--- src/logic/dui_pkg.sv ---
// Shared constants, field layouts and carrier structs for the host-bus and interrupt block.
// Assumes every input is synchronous to the one 100 MHz clock.
// What this block does
// - Chip select is ANDed with each strobe; last asserted starts, first negated ends.
// - One active-low request asserts when any of eight enabled events is active.
// - Mask register is writable; only unmasked status bits drive the request.
// - Status register reads every active condition regardless of the mask.
// - Status carries one change-of-state summary; per-pin detail lives elsewhere.
// - Reading a channel receive holding register clears its receive interrupt.
// - Writing a channel transmit holding register clears its transmit-ready interrupt.
// - The reset-break channel command clears that channel's break interrupt.
// - The stop counter command clears the counter interrupt.
// - Reading the input change register clears the change-of-state interrupt.
// - Clearing a mask bit removes that source from the request at once.
// - Output pins three to seven can be discrete counter, receiver, transmitter interrupts.
// - Receiver and transmitter output pins can serve as unmasked DMA requests.
// - Address decode produces internal read and write controls through the data buffer.
// - Reading the input change register clears its change flags.
// - Transmit ready drops on holding load and returns when the shifter takes it.
package dui_pkg;

  localparam int ADDR_W  = 4;
  localparam int DATA_W  = 8;
  localparam int NUM_CH  = 2;
  localparam int NUM_CHG = 4;
  localparam int NUM_IP  = 7;
  localparam int NUM_IRQ_PINS = 5;

  localparam logic [ADDR_W-1:0] ADR_CMD_A     = 4'h2;
  localparam logic [ADDR_W-1:0] ADR_HOLD_A    = 4'h3;
  localparam logic [ADDR_W-1:0] ADR_CHG_AUX   = 4'h4;
  localparam logic [ADDR_W-1:0] ADR_STAT_MASK = 4'h5;
  localparam logic [ADDR_W-1:0] ADR_OPCFG     = 4'h6;
  localparam logic [ADDR_W-1:0] ADR_CMD_B     = 4'hA;
  localparam logic [ADDR_W-1:0] ADR_HOLD_B    = 4'hB;
  localparam logic [ADDR_W-1:0] ADR_INPORT    = 4'hD;
  localparam logic [ADDR_W-1:0] ADR_OPSET     = 4'hE;
  localparam logic [ADDR_W-1:0] ADR_OPRST_CT  = 4'hF;

  localparam logic [NUM_CH-1:0][ADDR_W-1:0] CH_HOLD = {ADR_HOLD_B, ADR_HOLD_A};
  localparam logic [NUM_CH-1:0][ADDR_W-1:0] CH_CMD  = {ADR_CMD_B, ADR_CMD_A};

  localparam int CMD_HI = 7;
  localparam int CMD_LO = 4;
  localparam logic [3:0] CMD_BRK_RESET = 4'h5;

  localparam int ISB_TXA = 0;
  localparam int ISB_RXA = 1;
  localparam int ISB_BRKA = 2;
  localparam int ISB_CT  = 3;
  localparam int ISB_TXB = 4;
  localparam int ISB_RXB = 5;
  localparam int ISB_BRKB = 6;
  localparam int ISB_COS = 7;
  localparam logic [NUM_CH-1:0][2:0] CH_TX  = {3'h4, 3'h0};
  localparam logic [NUM_CH-1:0][2:0] CH_RX  = {3'h5, 3'h1};
  localparam logic [NUM_CH-1:0][2:0] CH_BRK = {3'h6, 3'h2};

  // Output pins 3..7 in order: counter, receiver A, receiver B, transmitter A, transmitter B.
  localparam int PIN_FIRST_IRQ = 3;
  localparam logic [NUM_IRQ_PINS-1:0][2:0] PIN_SRC = {3'h4, 3'h0, 3'h5, 3'h1, 3'h3};
  localparam logic [NUM_IRQ_PINS-1:0]      PIN_DMA_OK = 5'h1E;
  localparam logic [NUM_IRQ_PINS-1:0][2:0] PIN_DMA_BIT = {3'h6, 3'h5, 3'h6, 3'h5, 3'h5};

  localparam logic [DATA_W-1:0] UNMAPPED_RD = 8'h00;
  localparam logic              INPORT_TOP  = 1'h1;

  localparam int T_CLK_NS     = 10;
  localparam int T_NEG_MAX_NS = 300;
  localparam int NEG_MAX_CYC  = T_NEG_MAX_NS / T_CLK_NS;
  localparam int T_RES_NS     = 200;
  localparam int RES_MIN_CYC  = (T_RES_NS + T_CLK_NS - 1) / T_CLK_NS;
  localparam int CMD_GAP_EDGES = 3;

  typedef struct packed {
    logic              rdActive;
    logic              rdStart;
    logic              wrEnd;
    logic [ADDR_W-1:0] addr;
    logic [DATA_W-1:0] wdata;
  } dui_bus_s;

  typedef struct packed {
    logic [NUM_CH-1:0] rxEvent;
    logic [NUM_CH-1:0] txLoaded;
    logic [NUM_CH-1:0] breakEvent;
    logic              counterZero;
  } dui_evt_s;

  typedef struct packed {
    logic [DATA_W-1:0]  intMask;
    logic [DATA_W-1:0]  auxCtrl;
    logic [DATA_W-1:0]  opcr;
    logic [DATA_W-1:0]  opr;
    logic [DATA_W-1:0]  dout;
    logic               doe;
    logic               intN;
    logic [DATA_W-1:0]  portOut;
    logic [DATA_W-1:0]  portOe;
    logic [NUM_CH-1:0]  tx;
    logic [NUM_CH-1:0]  rx;
    logic [NUM_CH-1:0]  brk;
    logic               ct;
    logic [NUM_CHG-1:0] chg;
    logic [NUM_CHG-1:0] pinPrev;
    logic               primed;
  } dui_state_s;

  localparam dui_state_s STATE_RST = '{intMask: 8'h00, auxCtrl: 8'h00, opcr: 8'h00, opr: 8'h00,
    dout: 8'h00, doe: 1'h0, intN: 1'h1, portOut: 8'hFF, portOe: 8'hFF, tx: 2'h0,
    rx: 2'h0, brk: 2'h0, ct: 1'h0, chg: 4'h0, pinPrev: 4'h0, primed: 1'h0};

endpackage

--- src/logic/dui_bus_decode.sv ---
// Qualifies the host strobes with chip select and turns them into one-cycle read start and write end controls plus a read active level.
// Assumes bus pins are already synchronous to the clock.
`timescale 1ns/1ps
module dui_bus_decode (
  input  wire logic                       clock,
  input  wire logic                       rst,
  input  wire logic                       chipSelectN,
  input  wire logic                       readStrobeN,
  input  wire logic                       writeStrobeN,
  input  wire logic [dui_pkg::ADDR_W-1:0] registerSelect,
  input  wire logic [dui_pkg::DATA_W-1:0] dataIn,
  output dui_pkg::dui_bus_s               bus
);

  typedef struct packed {
    logic                       rdLvl;
    logic                       wrLvl;
    logic [dui_pkg::ADDR_W-1:0] addr;
    logic [dui_pkg::DATA_W-1:0] wdata;
  } dui_dec_s;

  dui_dec_s s_q;
  dui_dec_s s_d;
  logic     rdQual;
  logic     wrQual;

  assign rdQual = !chipSelectN && !readStrobeN;
  assign wrQual = !chipSelectN && !writeStrobeN;

  always_comb begin
    s_d = s_q;
    s_d.rdLvl = rdQual;
    s_d.wrLvl = wrQual;
    // The address only holds shortly after the strobe falls, so it is caught at the start.
    if ((rdQual && !s_q.rdLvl) || (wrQual && !s_q.wrLvl)) begin
      s_d.addr = registerSelect;
    end
    if (wrQual) begin
      s_d.wdata = dataIn;
    end
  end

  always_ff @(posedge clock) begin
    if (rst) begin
      s_q <= '0;
    end else begin
      s_q <= s_d;
    end
  end

  always_comb begin
    bus.rdActive = rdQual && s_q.rdLvl;
    bus.rdStart  = rdQual && !s_q.rdLvl;
    bus.wrEnd    = !wrQual && s_q.wrLvl;
    bus.addr     = bus.rdStart ? registerSelect : s_q.addr;
    bus.wdata    = s_q.wdata;
  end
endmodule

--- src/logic/dui_top.sv ---
// Host bus front end and interrupt control for a dual-channel serial controller.
// Assumes channel, counter and port sections supply one-cycle event pulses and read data.
`timescale 1ns/1ps
module dui_top (
  input  wire logic                                           clock,
  input  wire logic                                           rst,
  input  wire logic                                           chipSelectN,
  input  wire logic                                           readStrobeN,
  input  wire logic                                           writeStrobeN,
  input  wire logic [dui_pkg::ADDR_W-1:0]                     registerSelect,
  input  wire logic [dui_pkg::DATA_W-1:0]                     dataIn,
  output logic      [dui_pkg::DATA_W-1:0]                     dataOut,
  output logic                                                dataOe,
  input  wire dui_pkg::dui_evt_s                              events,
  input  wire logic [dui_pkg::NUM_CH-1:0][dui_pkg::DATA_W-1:0] receiveHoldingData,
  input  wire logic [dui_pkg::NUM_IP-1:0]                     inputPins,
  output logic                                                interruptRequestN,
  output logic      [dui_pkg::DATA_W-1:0]                     portOut,
  output logic      [dui_pkg::DATA_W-1:0]                     portOe
);

  localparam int NegMaxCyc = dui_pkg::NEG_MAX_CYC;

  dui_pkg::dui_bus_s               bus;
  dui_pkg::dui_state_s             s_q;
  dui_pkg::dui_state_s             s_d;
  logic [dui_pkg::DATA_W-1:0]      statusNow;
  logic [dui_pkg::NUM_IRQ_PINS-1:0] pinAct;
  logic                            changeSummary;

  dui_bus_decode u_dec (
    .clock          (clock),
    .rst            (rst),
    .chipSelectN    (chipSelectN),
    .readStrobeN    (readStrobeN),
    .writeStrobeN   (writeStrobeN),
    .registerSelect (registerSelect),
    .dataIn         (dataIn),
    .bus            (bus)
  );

  // The summary bit hides which pin changed; software reads the change register for that.
  assign changeSummary = |(s_q.chg & s_q.auxCtrl[dui_pkg::NUM_CHG-1:0]);

  always_comb begin
    statusNow = '0;
    for (int c = 0; c < dui_pkg::NUM_CH; c++) begin
      statusNow[dui_pkg::CH_TX[c]]  = s_q.tx[c];
      statusNow[dui_pkg::CH_RX[c]]  = s_q.rx[c];
      statusNow[dui_pkg::CH_BRK[c]] = s_q.brk[c];
    end
    statusNow[dui_pkg::ISB_CT]  = s_q.ct;
    statusNow[dui_pkg::ISB_COS] = changeSummary;
  end

  genvar j;
  generate
    for (j = 0; j < dui_pkg::NUM_IRQ_PINS; j++) begin : g_pin
      // DMA use ignores the mask so the request follows the raw channel condition.
      assign pinAct[j] = (dui_pkg::PIN_DMA_OK[j] && s_q.opcr[dui_pkg::PIN_DMA_BIT[j]])
                       ? statusNow[dui_pkg::PIN_SRC[j]]
                       : statusNow[dui_pkg::PIN_SRC[j]] && s_q.intMask[dui_pkg::PIN_SRC[j]];
    end
  endgenerate

  always_comb begin
    s_d = s_q;
    // Clears come first so an event in the same cycle wins over its clear.
    for (int c = 0; c < dui_pkg::NUM_CH; c++) begin
      if (bus.rdStart && bus.addr == dui_pkg::CH_HOLD[c]) begin
        s_d.rx[c] = 1'b0;
      end
      if (bus.wrEnd && bus.addr == dui_pkg::CH_HOLD[c]) begin
        s_d.tx[c] = 1'b0;
      end
      // Command spacing is left to the host; a too-close second command is not detected.
      if (bus.wrEnd && bus.addr == dui_pkg::CH_CMD[c]
          && bus.wdata[dui_pkg::CMD_HI:dui_pkg::CMD_LO] == dui_pkg::CMD_BRK_RESET) begin
        s_d.brk[c] = 1'b0;
      end
      if (events.rxEvent[c]) begin
        s_d.rx[c] = 1'b1;
      end
      if (events.txLoaded[c]) begin
        s_d.tx[c] = 1'b1;
      end
      if (events.breakEvent[c]) begin
        s_d.brk[c] = 1'b1;
      end
    end
    if (bus.rdStart && bus.addr == dui_pkg::ADR_OPRST_CT) begin
      s_d.ct = 1'b0;
    end
    if (events.counterZero) begin
      s_d.ct = 1'b1;
    end
    if (bus.rdStart && bus.addr == dui_pkg::ADR_CHG_AUX) begin
      s_d.chg = '0;
    end
    s_d.pinPrev = inputPins[dui_pkg::NUM_CHG-1:0];
    s_d.primed  = 1'b1;
    if (s_q.primed) begin
      s_d.chg = s_d.chg | (inputPins[dui_pkg::NUM_CHG-1:0] ^ s_q.pinPrev);
    end
    if (bus.wrEnd) begin
      case (bus.addr)
        dui_pkg::ADR_STAT_MASK: begin
          s_d.intMask = bus.wdata;
        end
        dui_pkg::ADR_CHG_AUX: begin
          s_d.auxCtrl = bus.wdata;
        end
        dui_pkg::ADR_OPCFG: begin
          s_d.opcr = bus.wdata;
        end
        dui_pkg::ADR_OPSET: begin
          s_d.opr = s_q.opr | bus.wdata;
        end
        dui_pkg::ADR_OPRST_CT: begin
          s_d.opr = s_q.opr & ~bus.wdata;
        end
        default: begin
          s_d.opr = s_q.opr;
        end
      endcase
    end
    if (bus.rdStart) begin
      case (bus.addr)
        dui_pkg::ADR_STAT_MASK: begin
          s_d.dout = statusNow;
        end
        dui_pkg::ADR_CHG_AUX: begin
          s_d.dout = {s_q.chg, inputPins[dui_pkg::NUM_CHG-1:0]};
        end
        dui_pkg::ADR_INPORT: begin
          s_d.dout = {dui_pkg::INPORT_TOP, inputPins};
        end
        dui_pkg::ADR_HOLD_A: begin
          s_d.dout = receiveHoldingData[0];
        end
        dui_pkg::ADR_HOLD_B: begin
          s_d.dout = receiveHoldingData[1];
        end
        default: begin
          s_d.dout = dui_pkg::UNMAPPED_RD;
        end
      endcase
    end
    s_d.doe  = bus.rdStart || bus.rdActive;
    s_d.intN = !(|(statusNow & s_q.intMask));
    s_d.portOut = ~s_q.opr;
    s_d.portOe  = '1;
    for (int k = 0; k < dui_pkg::NUM_IRQ_PINS; k++) begin
      if (s_q.opcr[k]) begin
        // Interrupt use makes the pin open drain: it only ever pulls low.
        s_d.portOut[dui_pkg::PIN_FIRST_IRQ + k] = 1'b0;
        s_d.portOe[dui_pkg::PIN_FIRST_IRQ + k]  = pinAct[k];
      end
    end
  end

  always_ff @(posedge clock) begin
    if (rst) begin
      s_q <= dui_pkg::STATE_RST;
    end else begin
      s_q <= s_d;
    end
  end

  assign dataOut           = s_q.dout;
  assign dataOe            = s_q.doe;
  assign interruptRequestN = s_q.intN;
  assign portOut           = s_q.portOut;
  assign portOe            = s_q.portOe;
endmodule
--- config.mk ---
export PLATFORM = sky130hd
export DESIGN_NAME = dui_top
export DESIGN_NICKNAME = d
export VERILOG_FILES = /design/src/logic/dui_pkg.sv /design/src/logic/dui_bus_decode.sv /design/src/logic/dui_top.sv
export SDC_FILE = /design/constraint.sdc
export NUM_CORES = 1
export LEC_CHECK = 0
export BUFFER_PORTS_ARGS = -buffer_cell sky130_fd_sc_hd__buf_2
export CAP_MARGIN = 15
export CELL_PAD_IN_SITES_DETAIL_PLACEMENT = 1
export CELL_PAD_IN_SITES_GLOBAL_PLACEMENT = 1
export CORE_UTILIZATION = 44
export DETAILED_ROUTE_END_ITERATION = 7
export MAX_ROUTING_LAYER = met4
export PLACE_DENSITY_LB_ADDON = 0.15
export SLEW_MARGIN = 10
export SYNTH_ARGS = -nofsm -noshare
export SYNTH_HDL_FRONTEND = slang
export SYNTH_SLANG_ARGS = --single-unit
--- constraint.sdc ---
create_clock -name clock -period 4.75 [get_ports clock]
set_input_delay 0.7125 -clock clock [delete_from_list [all_inputs] [get_ports clock]]
set_output_delay 0.7125 -clock clock [all_outputs]
set_load 0.1 [all_outputs]
==> out/metrics.cfg, run 1 <==
[run_status]
status=complete, no violations

[pwr]
ir_worst_vdd_uv=200
p_leak_nw=1.65
p_per_area_nw_per_um2=353

[global_routing]
grt_max_degree=52
use_met1_pct=32.6
grt_usage_pct=24.5
grt_antenna_before_repair=0
grt_pass1_vias=3022
use_met3_pct=3.60
gr-total-overflow=0
use_met2_pct=37.9
grt_pass1_wl_mm=15.5
grt.busiest_layer=met2

[worst_setup_path]
path_cells=buf_2 -> nor3_2 -> mux2i_1 -> nand3_2 -> mux2i_1 -> nor2_1
critPathRequiredTime_ns=4.98
worstSetupPathType=in -> reg
cp-start-kind=primary input
crit_path_max_incr_delay_ns=0.67
worstPathArrival_ns=2.84
cp_common_cell=mux2i_1
cp-end-kind=flip-flop
crit_family=simple AND/OR/NAND/NOR gates
path_buf_inv=1
cp_slowest_cell=mux2i_1
cp_max_fo=10

[die]
io_pins=73
rows=32
initial_core_util_pct=45.4
die_area_um2=8330
die_h_um=91.3
core-area_um2=7730
die_w_um=91.3

[placed_design]
io_buffers=69
dp_hpwl_mm=6.87
place_inst=526
dp_worst_setup_slack_ns=1.81
gp_congestion=0.809

[sta]
timing.fmax_ghz=0.383
fin_crit_sh_pct=55.0
final-setup-viol-count=0
setup_tns_ns=0
setup_ws_ns=2.14
slew_violations=0
slew_headroom_pct=45.5
tightest_slew_ns=0.817
grt_setup_unrepaired=false
min_period_ns=2.61
finClkSkew_ns=0.0123
hold_viol=0

[final_layout]
fillCellCount=913
layout.nets=482
multi_input_area_um2=1630
instances_no_fill=542
area_growth_pct=12.9
antenna_cells=0
seqCellArea_um2=1600
drive_above_1_share_pct=23.2

[clock_network]
cts_made_buffers=9
cts_resized=0
cts_buffer_depth=2
hold_buffers=0
clock-sinks=80
insertion_delay_ns=0.35
clkTransAtPathRegs_ns=0.09
h-tree-depth=3
cts_tree=done
post_cts_buffers=0
ctsRootBufferMaster=clkbuf_8

[synthesis]
ys_ff_latch=80
synth.distinct_cells=50
yosysTopAreaCell=dfxtp_1
synth_edf_count=0
synth_area_leaders=dfxtp_1, mux2i_1, buf_4
synthTopCellsByCount=dfxtp_1, nand2_1, nor2_1, mux2i_1, o21ai_0
synthCells=390
yosysMostFrequentCell=dfxtp_1
async_flop_share_pct=0
synth_top_cell_area_share_pct=45.6
synth-main-ff-cell=dfxtp_1
ys_warn_count=0
syn_avg_cell_area_um2=9.00
yosysSeqAreaShare_pct=45.6
netlist_area_um2=3510

[route]
totalWireLength_mm=9.20
drt_iter0_drc=155
vias_per_cell=5.34
drtPass1Iterations=4
ant_nets=0
wire_per_inst_um=17.0
num_vias=2894
drc_errors=0

[flow_run]
cap_violations=0

[hold_path]
hp-class=reg -> reg

## power breakdown
part / internal [W] / switching, W
sequential: 0.000688 / 0.0000219
clock: 0.000265 / 0.000265
combinational: 0.0000533 / 0.000103
## worst reg2reg max path, stage by stage (launching register included)
cell      delay (ns)
dfxtp_1         0.41
or3_1           0.61
mux2i_2         0.59
nor2_1          0.15
a222oi_1        0.41
o21ai_1         0.11
## final cells by class
cell class	count	share of cell area [%]
Clock inverter	6	1.90
Timing Repair Buffer	71	9.10
Clock buffer	10	3.48
Tap cell	102	3.22
Sequential cell	80	40.4
Multi-Input combinational cell	266	41.2
Inverter	7	0.664
## registers in the layout, indices dropped and copies added (netlist names), named ones only
register and count:
u_dec.bus 8, dataOut 8, dataOe 1, portOe 5, portOut 8, s_q 35, u_dec.s_q 6, interruptRequestN 1
## final timing paths
check / start / endpoint / slack [ns] / depth (start not counted)
worst max-delay path: chipSelectN / s_q[53] / 2.14 / 6
worst min-delay path: flip-flop / portOut[2] / 0.40 / 1
worst max register to register: u_dec.s_q[13] / dataOut[0] / 2.35 / 5
worst min register to register: flip-flop / portOut[2] / 0.40 / 1
## kinds of logic (layout without fill, tap and decap cells)
family                 Yosys count  after routing  share of synthesized area (%)
AO/OA/AOI/OAI                   84             84                           14.9
XOR/XNOR                         5              5                           1.25
buffers and inverters           46             94                           8.06
flip-flops                      80             80                           45.6
multiplexers                    38             38                           11.6
other                            1              3                          0.107
AND/OR/NAND/NOR                136            136                           18.4
## per-stage QoR
stage               hold slack, ns  area, um2  utilization (%)  total power [W]
floorplan                    0.363       3520                -         0.000831
global placement             0.371       3750             48.5         0.000878
detailed placement           0.381       3750             48.5         0.000882
CTS                          0.403       3960             51.2          0.00141
global route                 0.419       3960             51.2          0.00145
finish                       0.397       3960             51.2          0.00140
## layer usage
layer	wire length, um	vias to the layer above
met5	0	-
met2	4160	74
met1	4540	1372
met3	345	12
met4	147	0
li1	-	1436
## placed cells by master (no fill, tap or decap), drive strengths merged, types with 4 or more instances in the layout
master and count:
buf 71, a222oi 5, inv 9, a22oi 8
mux2 6, nor2b 6, nand3 23, dfxtp 80
o21ai 30, clkbuf 10, nor3 4, xor2 4
a21oi 26, mux2i 32, nand2 42, nand2b 5
nor2 40
(Power assumes the default switching activity.)
==> inputs of run 2 (changes only) <==
--- a/config.mk
+++ b/config.mk
@@ -5,11 +5,12 @@
 export SDC_FILE = /design/constraint.sdc
 export NUM_CORES = 1
 export LEC_CHECK = 0
+export ABC_AREA = 1
 export BUFFER_PORTS_ARGS = -buffer_cell sky130_fd_sc_hd__buf_2
 export CAP_MARGIN = 15
 export CELL_PAD_IN_SITES_DETAIL_PLACEMENT = 1
 export CELL_PAD_IN_SITES_GLOBAL_PLACEMENT = 1
-export CORE_UTILIZATION = 44
+export CORE_UTILIZATION = 39
 export DETAILED_ROUTE_END_ITERATION = 7
 export MAX_ROUTING_LAYER = met4
 export PLACE_DENSITY_LB_ADDON = 0.15
==> constraint.sdc (replaced) <==
create_clock -name clock -period 2.65 [get_ports clock]
set_input_delay 0.3975 -clock clock [delete_from_list [all_inputs] [get_ports clock]]
set_output_delay 0.3975 -clock clock [all_outputs]
set_load 0.1 [all_outputs]
==> run 2 against run 1 <==
  * Area after synthesis shrank 2.6%
  * Sequential share of layout area grew 0.91 points
  * Highest routed layer unchanged
  * Critical path depth grew 3
  * Routed wire length grew 1.9%
  * Die area grew 9.7%
  * First-iteration DRC count shrank 29%
  * Global-route usage shrank 1.7 points
  * Total power grew 72%
  * Setup slack lost 1.4 ns
  * Synthesized cell count grew 19%
  * Clock skew grew 0.0019 ns
==> out/metrics.cfg, run 2 <==
[placed_design]
dpl_cell_area_um2=3690  ; was 3750 um2
dp_worst_setup_slack_ns=0.462  ; was 1.81 ns
place_inst=607  ; was 526
dp_hpwl_mm=6.83  ; was 6.87 mm
gp_congestion=0.847  ; was 0.809
io_buffers=69  ; unchanged

[sta]
slew_headroom_pct=57.8  ; was 45.5%
slew_violations=0  ; unchanged
setup_tns_ns=0  ; unchanged
timing.fmax_ghz=0.510
tightest_slew_ns=0.631  ; was 0.817 ns
grt_setup_unrepaired=false  ; unchanged
final-setup-viol-count=0  ; unchanged
hold_viol=0  ; unchanged
min_period_ns=1.96
fin_crit_sh_pct=73.9
setup_ws_ns=0.690  ; was 2.14 ns
finClkSkew_ns=0.0142  ; was 0.0123 ns

[route]
totalWireLength_mm=9.37  ; was 9.20 mm
wire_per_inst_um=15.0  ; was 17.0 um
drt_iter0_drc=110  ; was 155
num_vias=3213  ; was 2894
vias_per_cell=5.16  ; was 5.34
drtPass1Iterations=4  ; unchanged
ant_nets=0  ; unchanged
drc_errors=0  ; unchanged

[synthesis]
synth_edf_count=0  ; unchanged
synth.distinct_cells=23  ; was 50
yosysSeqAreaShare_pct=46.9  ; was 45.6%
netlist_area_um2=3420  ; was 3510 um2
yosysMostFrequentCell=nand2_1  ; was dfxtp_1
synth_top_cell_area_share_pct=46.9  ; was 45.6%
ys_warn_count=0  ; unchanged
synthTopCellsByCount=nand2_1, dfxtp_1, nand3_1, a21oi_1, nor2_1  ; was dfxtp_1, nand2_1, nor2_1, mux2i_1, o21ai_0
ys_ff_latch=80  ; unchanged
async_flop_share_pct=0  ; unchanged
syn_avg_cell_area_um2=7.35  ; was 9.00 um2
synth-main-ff-cell=dfxtp_1  ; unchanged
synth_area_leaders=dfxtp_1, nand2_1, nand3_1  ; was dfxtp_1, mux2i_1, buf_4
yosysTopAreaCell=dfxtp_1  ; unchanged
synthCells=465  ; was 390

[worst_setup_path]
worstSetupPathType=reg -> reg  ; was in -> reg
path_cells=inv_1 -> nand2_4 -> nand2_1 -> nand2_1 -> nand2_1 -> nor3_4 -> nand2_1 -> nand2_1 -> a21oi_1  ; was buf_2 -> nor3_2 -> mux2i_1 -> nand3_2 -> mux2i_1 -> nor2_1
cp-start-kind=flip-flop  ; was primary input
cp_slowest_cell=nor3_4  ; was mux2i_1
cp_common_cell=nand2_1  ; was mux2i_1
cp-end-kind=flip-flop  ; unchanged
worstPathArrival_ns=2.18  ; was 2.84 ns
crit_path_max_incr_delay_ns=0.52  ; was 0.67 ns
cp_max_fo=19  ; was 10
critPathRequiredTime_ns=2.87  ; was 4.98 ns

[run_status]
status=complete, no violations  ; unchanged

[die]
die_area_um2=9140  ; was 8330 um2
die_h_um=95.6  ; was 91.3 um
rows=33  ; was 32
initial_core_util_pct=41.0  ; was 45.4%
io_pins=73  ; unchanged
core-area_um2=8340  ; was 7730 um2
die_w_um=95.6  ; was 91.3 um

[final_layout]
drive_above_1_share_pct=20.8  ; was 23.2%
antenna_cells=0  ; unchanged
largest-register=s_q  ; unchanged
final_common_cell=nand2_1  ; was dfxtp_1
instances_no_fill=623  ; was 542
fin_util_pct=46.4  ; was 51.2%
design_area_um2=3870  ; was 3960 um2
layout_common_cells=nand2_1, dfxtp_1, buf_2  ; was dfxtp_1, buf_2, nand2_1
layout.nets=560  ; was 482
area_growth_pct=13.3  ; was 12.9%
largest_reg_flops=35  ; unchanged

[pwr]
p_per_area_nw_per_um2=621  ; was 353 nW/um2
ir_worst_vdd_uv=416  ; was 200 uV
p_leak_nw=1.67  ; was 1.65 nW

[global_routing]
grt_pass1_vias=3120  ; was 3022
gr-total-overflow=0  ; unchanged
grt_antenna_before_repair=0  ; unchanged
grt_usage_pct=22.8  ; was 24.5%
grt_pass1_wl_mm=15.3  ; was 15.5 mm
grt_max_degree=43  ; was 52

[flow_run]
cap_violations=0  ; unchanged

[hold_path]
hp-class=in -> reg  ; was reg -> reg

[clock_network]
ctsRootBufferMaster=clkbuf_8  ; unchanged
post_cts_buffers=0  ; unchanged
cts_tree=done  ; unchanged
clock-sinks=80  ; unchanged
insertion_delay_ns=0.36  ; was 0.35 ns
h-tree-depth=3  ; unchanged
cts_resized=0  ; unchanged
cts_buffer_depth=2  ; unchanged
clkTransAtPathRegs_ns=0.08  ; was 0.09 ns
hold_buffers=0  ; unchanged
cts_made_buffers=9  ; unchanged

run 2: per-stage QoR:
stage | total power [W] | hold slack, ns
6_report | 0.00240 | 0.266
5_1_grt | 0.00251 | 0.268
4_1_cts | 0.00243 | 0.258
3_5_place_dp | 0.00160 | 0.378
3_3_place_gp | 0.00159 | 0.375
2_1_floorplan | 0.00151 | 0.366
run 2: final timing paths:
kind                 start           end  slack [ns]  cells after the start
min              dataIn[0]  u_dec.bus[0]        0.27                      3
max reg2reg  u_dec.s_q[13]     flip-flop        0.69                      9
min reg2reg      flip-flop    portOut[2]        0.40                      1
max          u_dec.s_q[13]     flip-flop        0.69                      9
run 2: cell type report:
type	count	area (um2)
sequential	80	1600
multi-input combinational	315	1450
inverter	33	124
clock inverter	7	55.1
fill	1110	4470
clock buffer	9	124
timing repair buffer	74	383
tap	105	131
run 2: report_power, final:
part | switching, W | leakage (nW) | internal [W]
Clock | 0.000485 | 0.0862 | 0.000348
Sequential | 0.0000380 | 0.653 | 0.00124
Combinational | 0.000214 | 0.933 | 0.0000800
run 2: cells by family (layout without fill, tap and decap cells):
group,after synthesis,in the layout,synth area share (%)
AO/OA/AOI/OAI,101,101,15.2
flip-flops,80,80,46.9
other,1,3,0.110
AND/OR/NAND/NOR,211,211,27.0
buffers and inverters,72,123,10.8
run 2: critical path, delay by kind of cell, from the launching register on:
kind / cells / cell delay (ns)
compound gates: 1 / 0.05
simple gates: 7 / 1.34
buf+inv: 1 / 0.11
flops: 1 / 0.31
run 2: metal layers:
metal  GRT usage, %  part of all wire, %
met5              -                    0
met1           29.4                   48
met2           35.6                   46
met3           5.10                  4.3
met4           7.09                  1.6
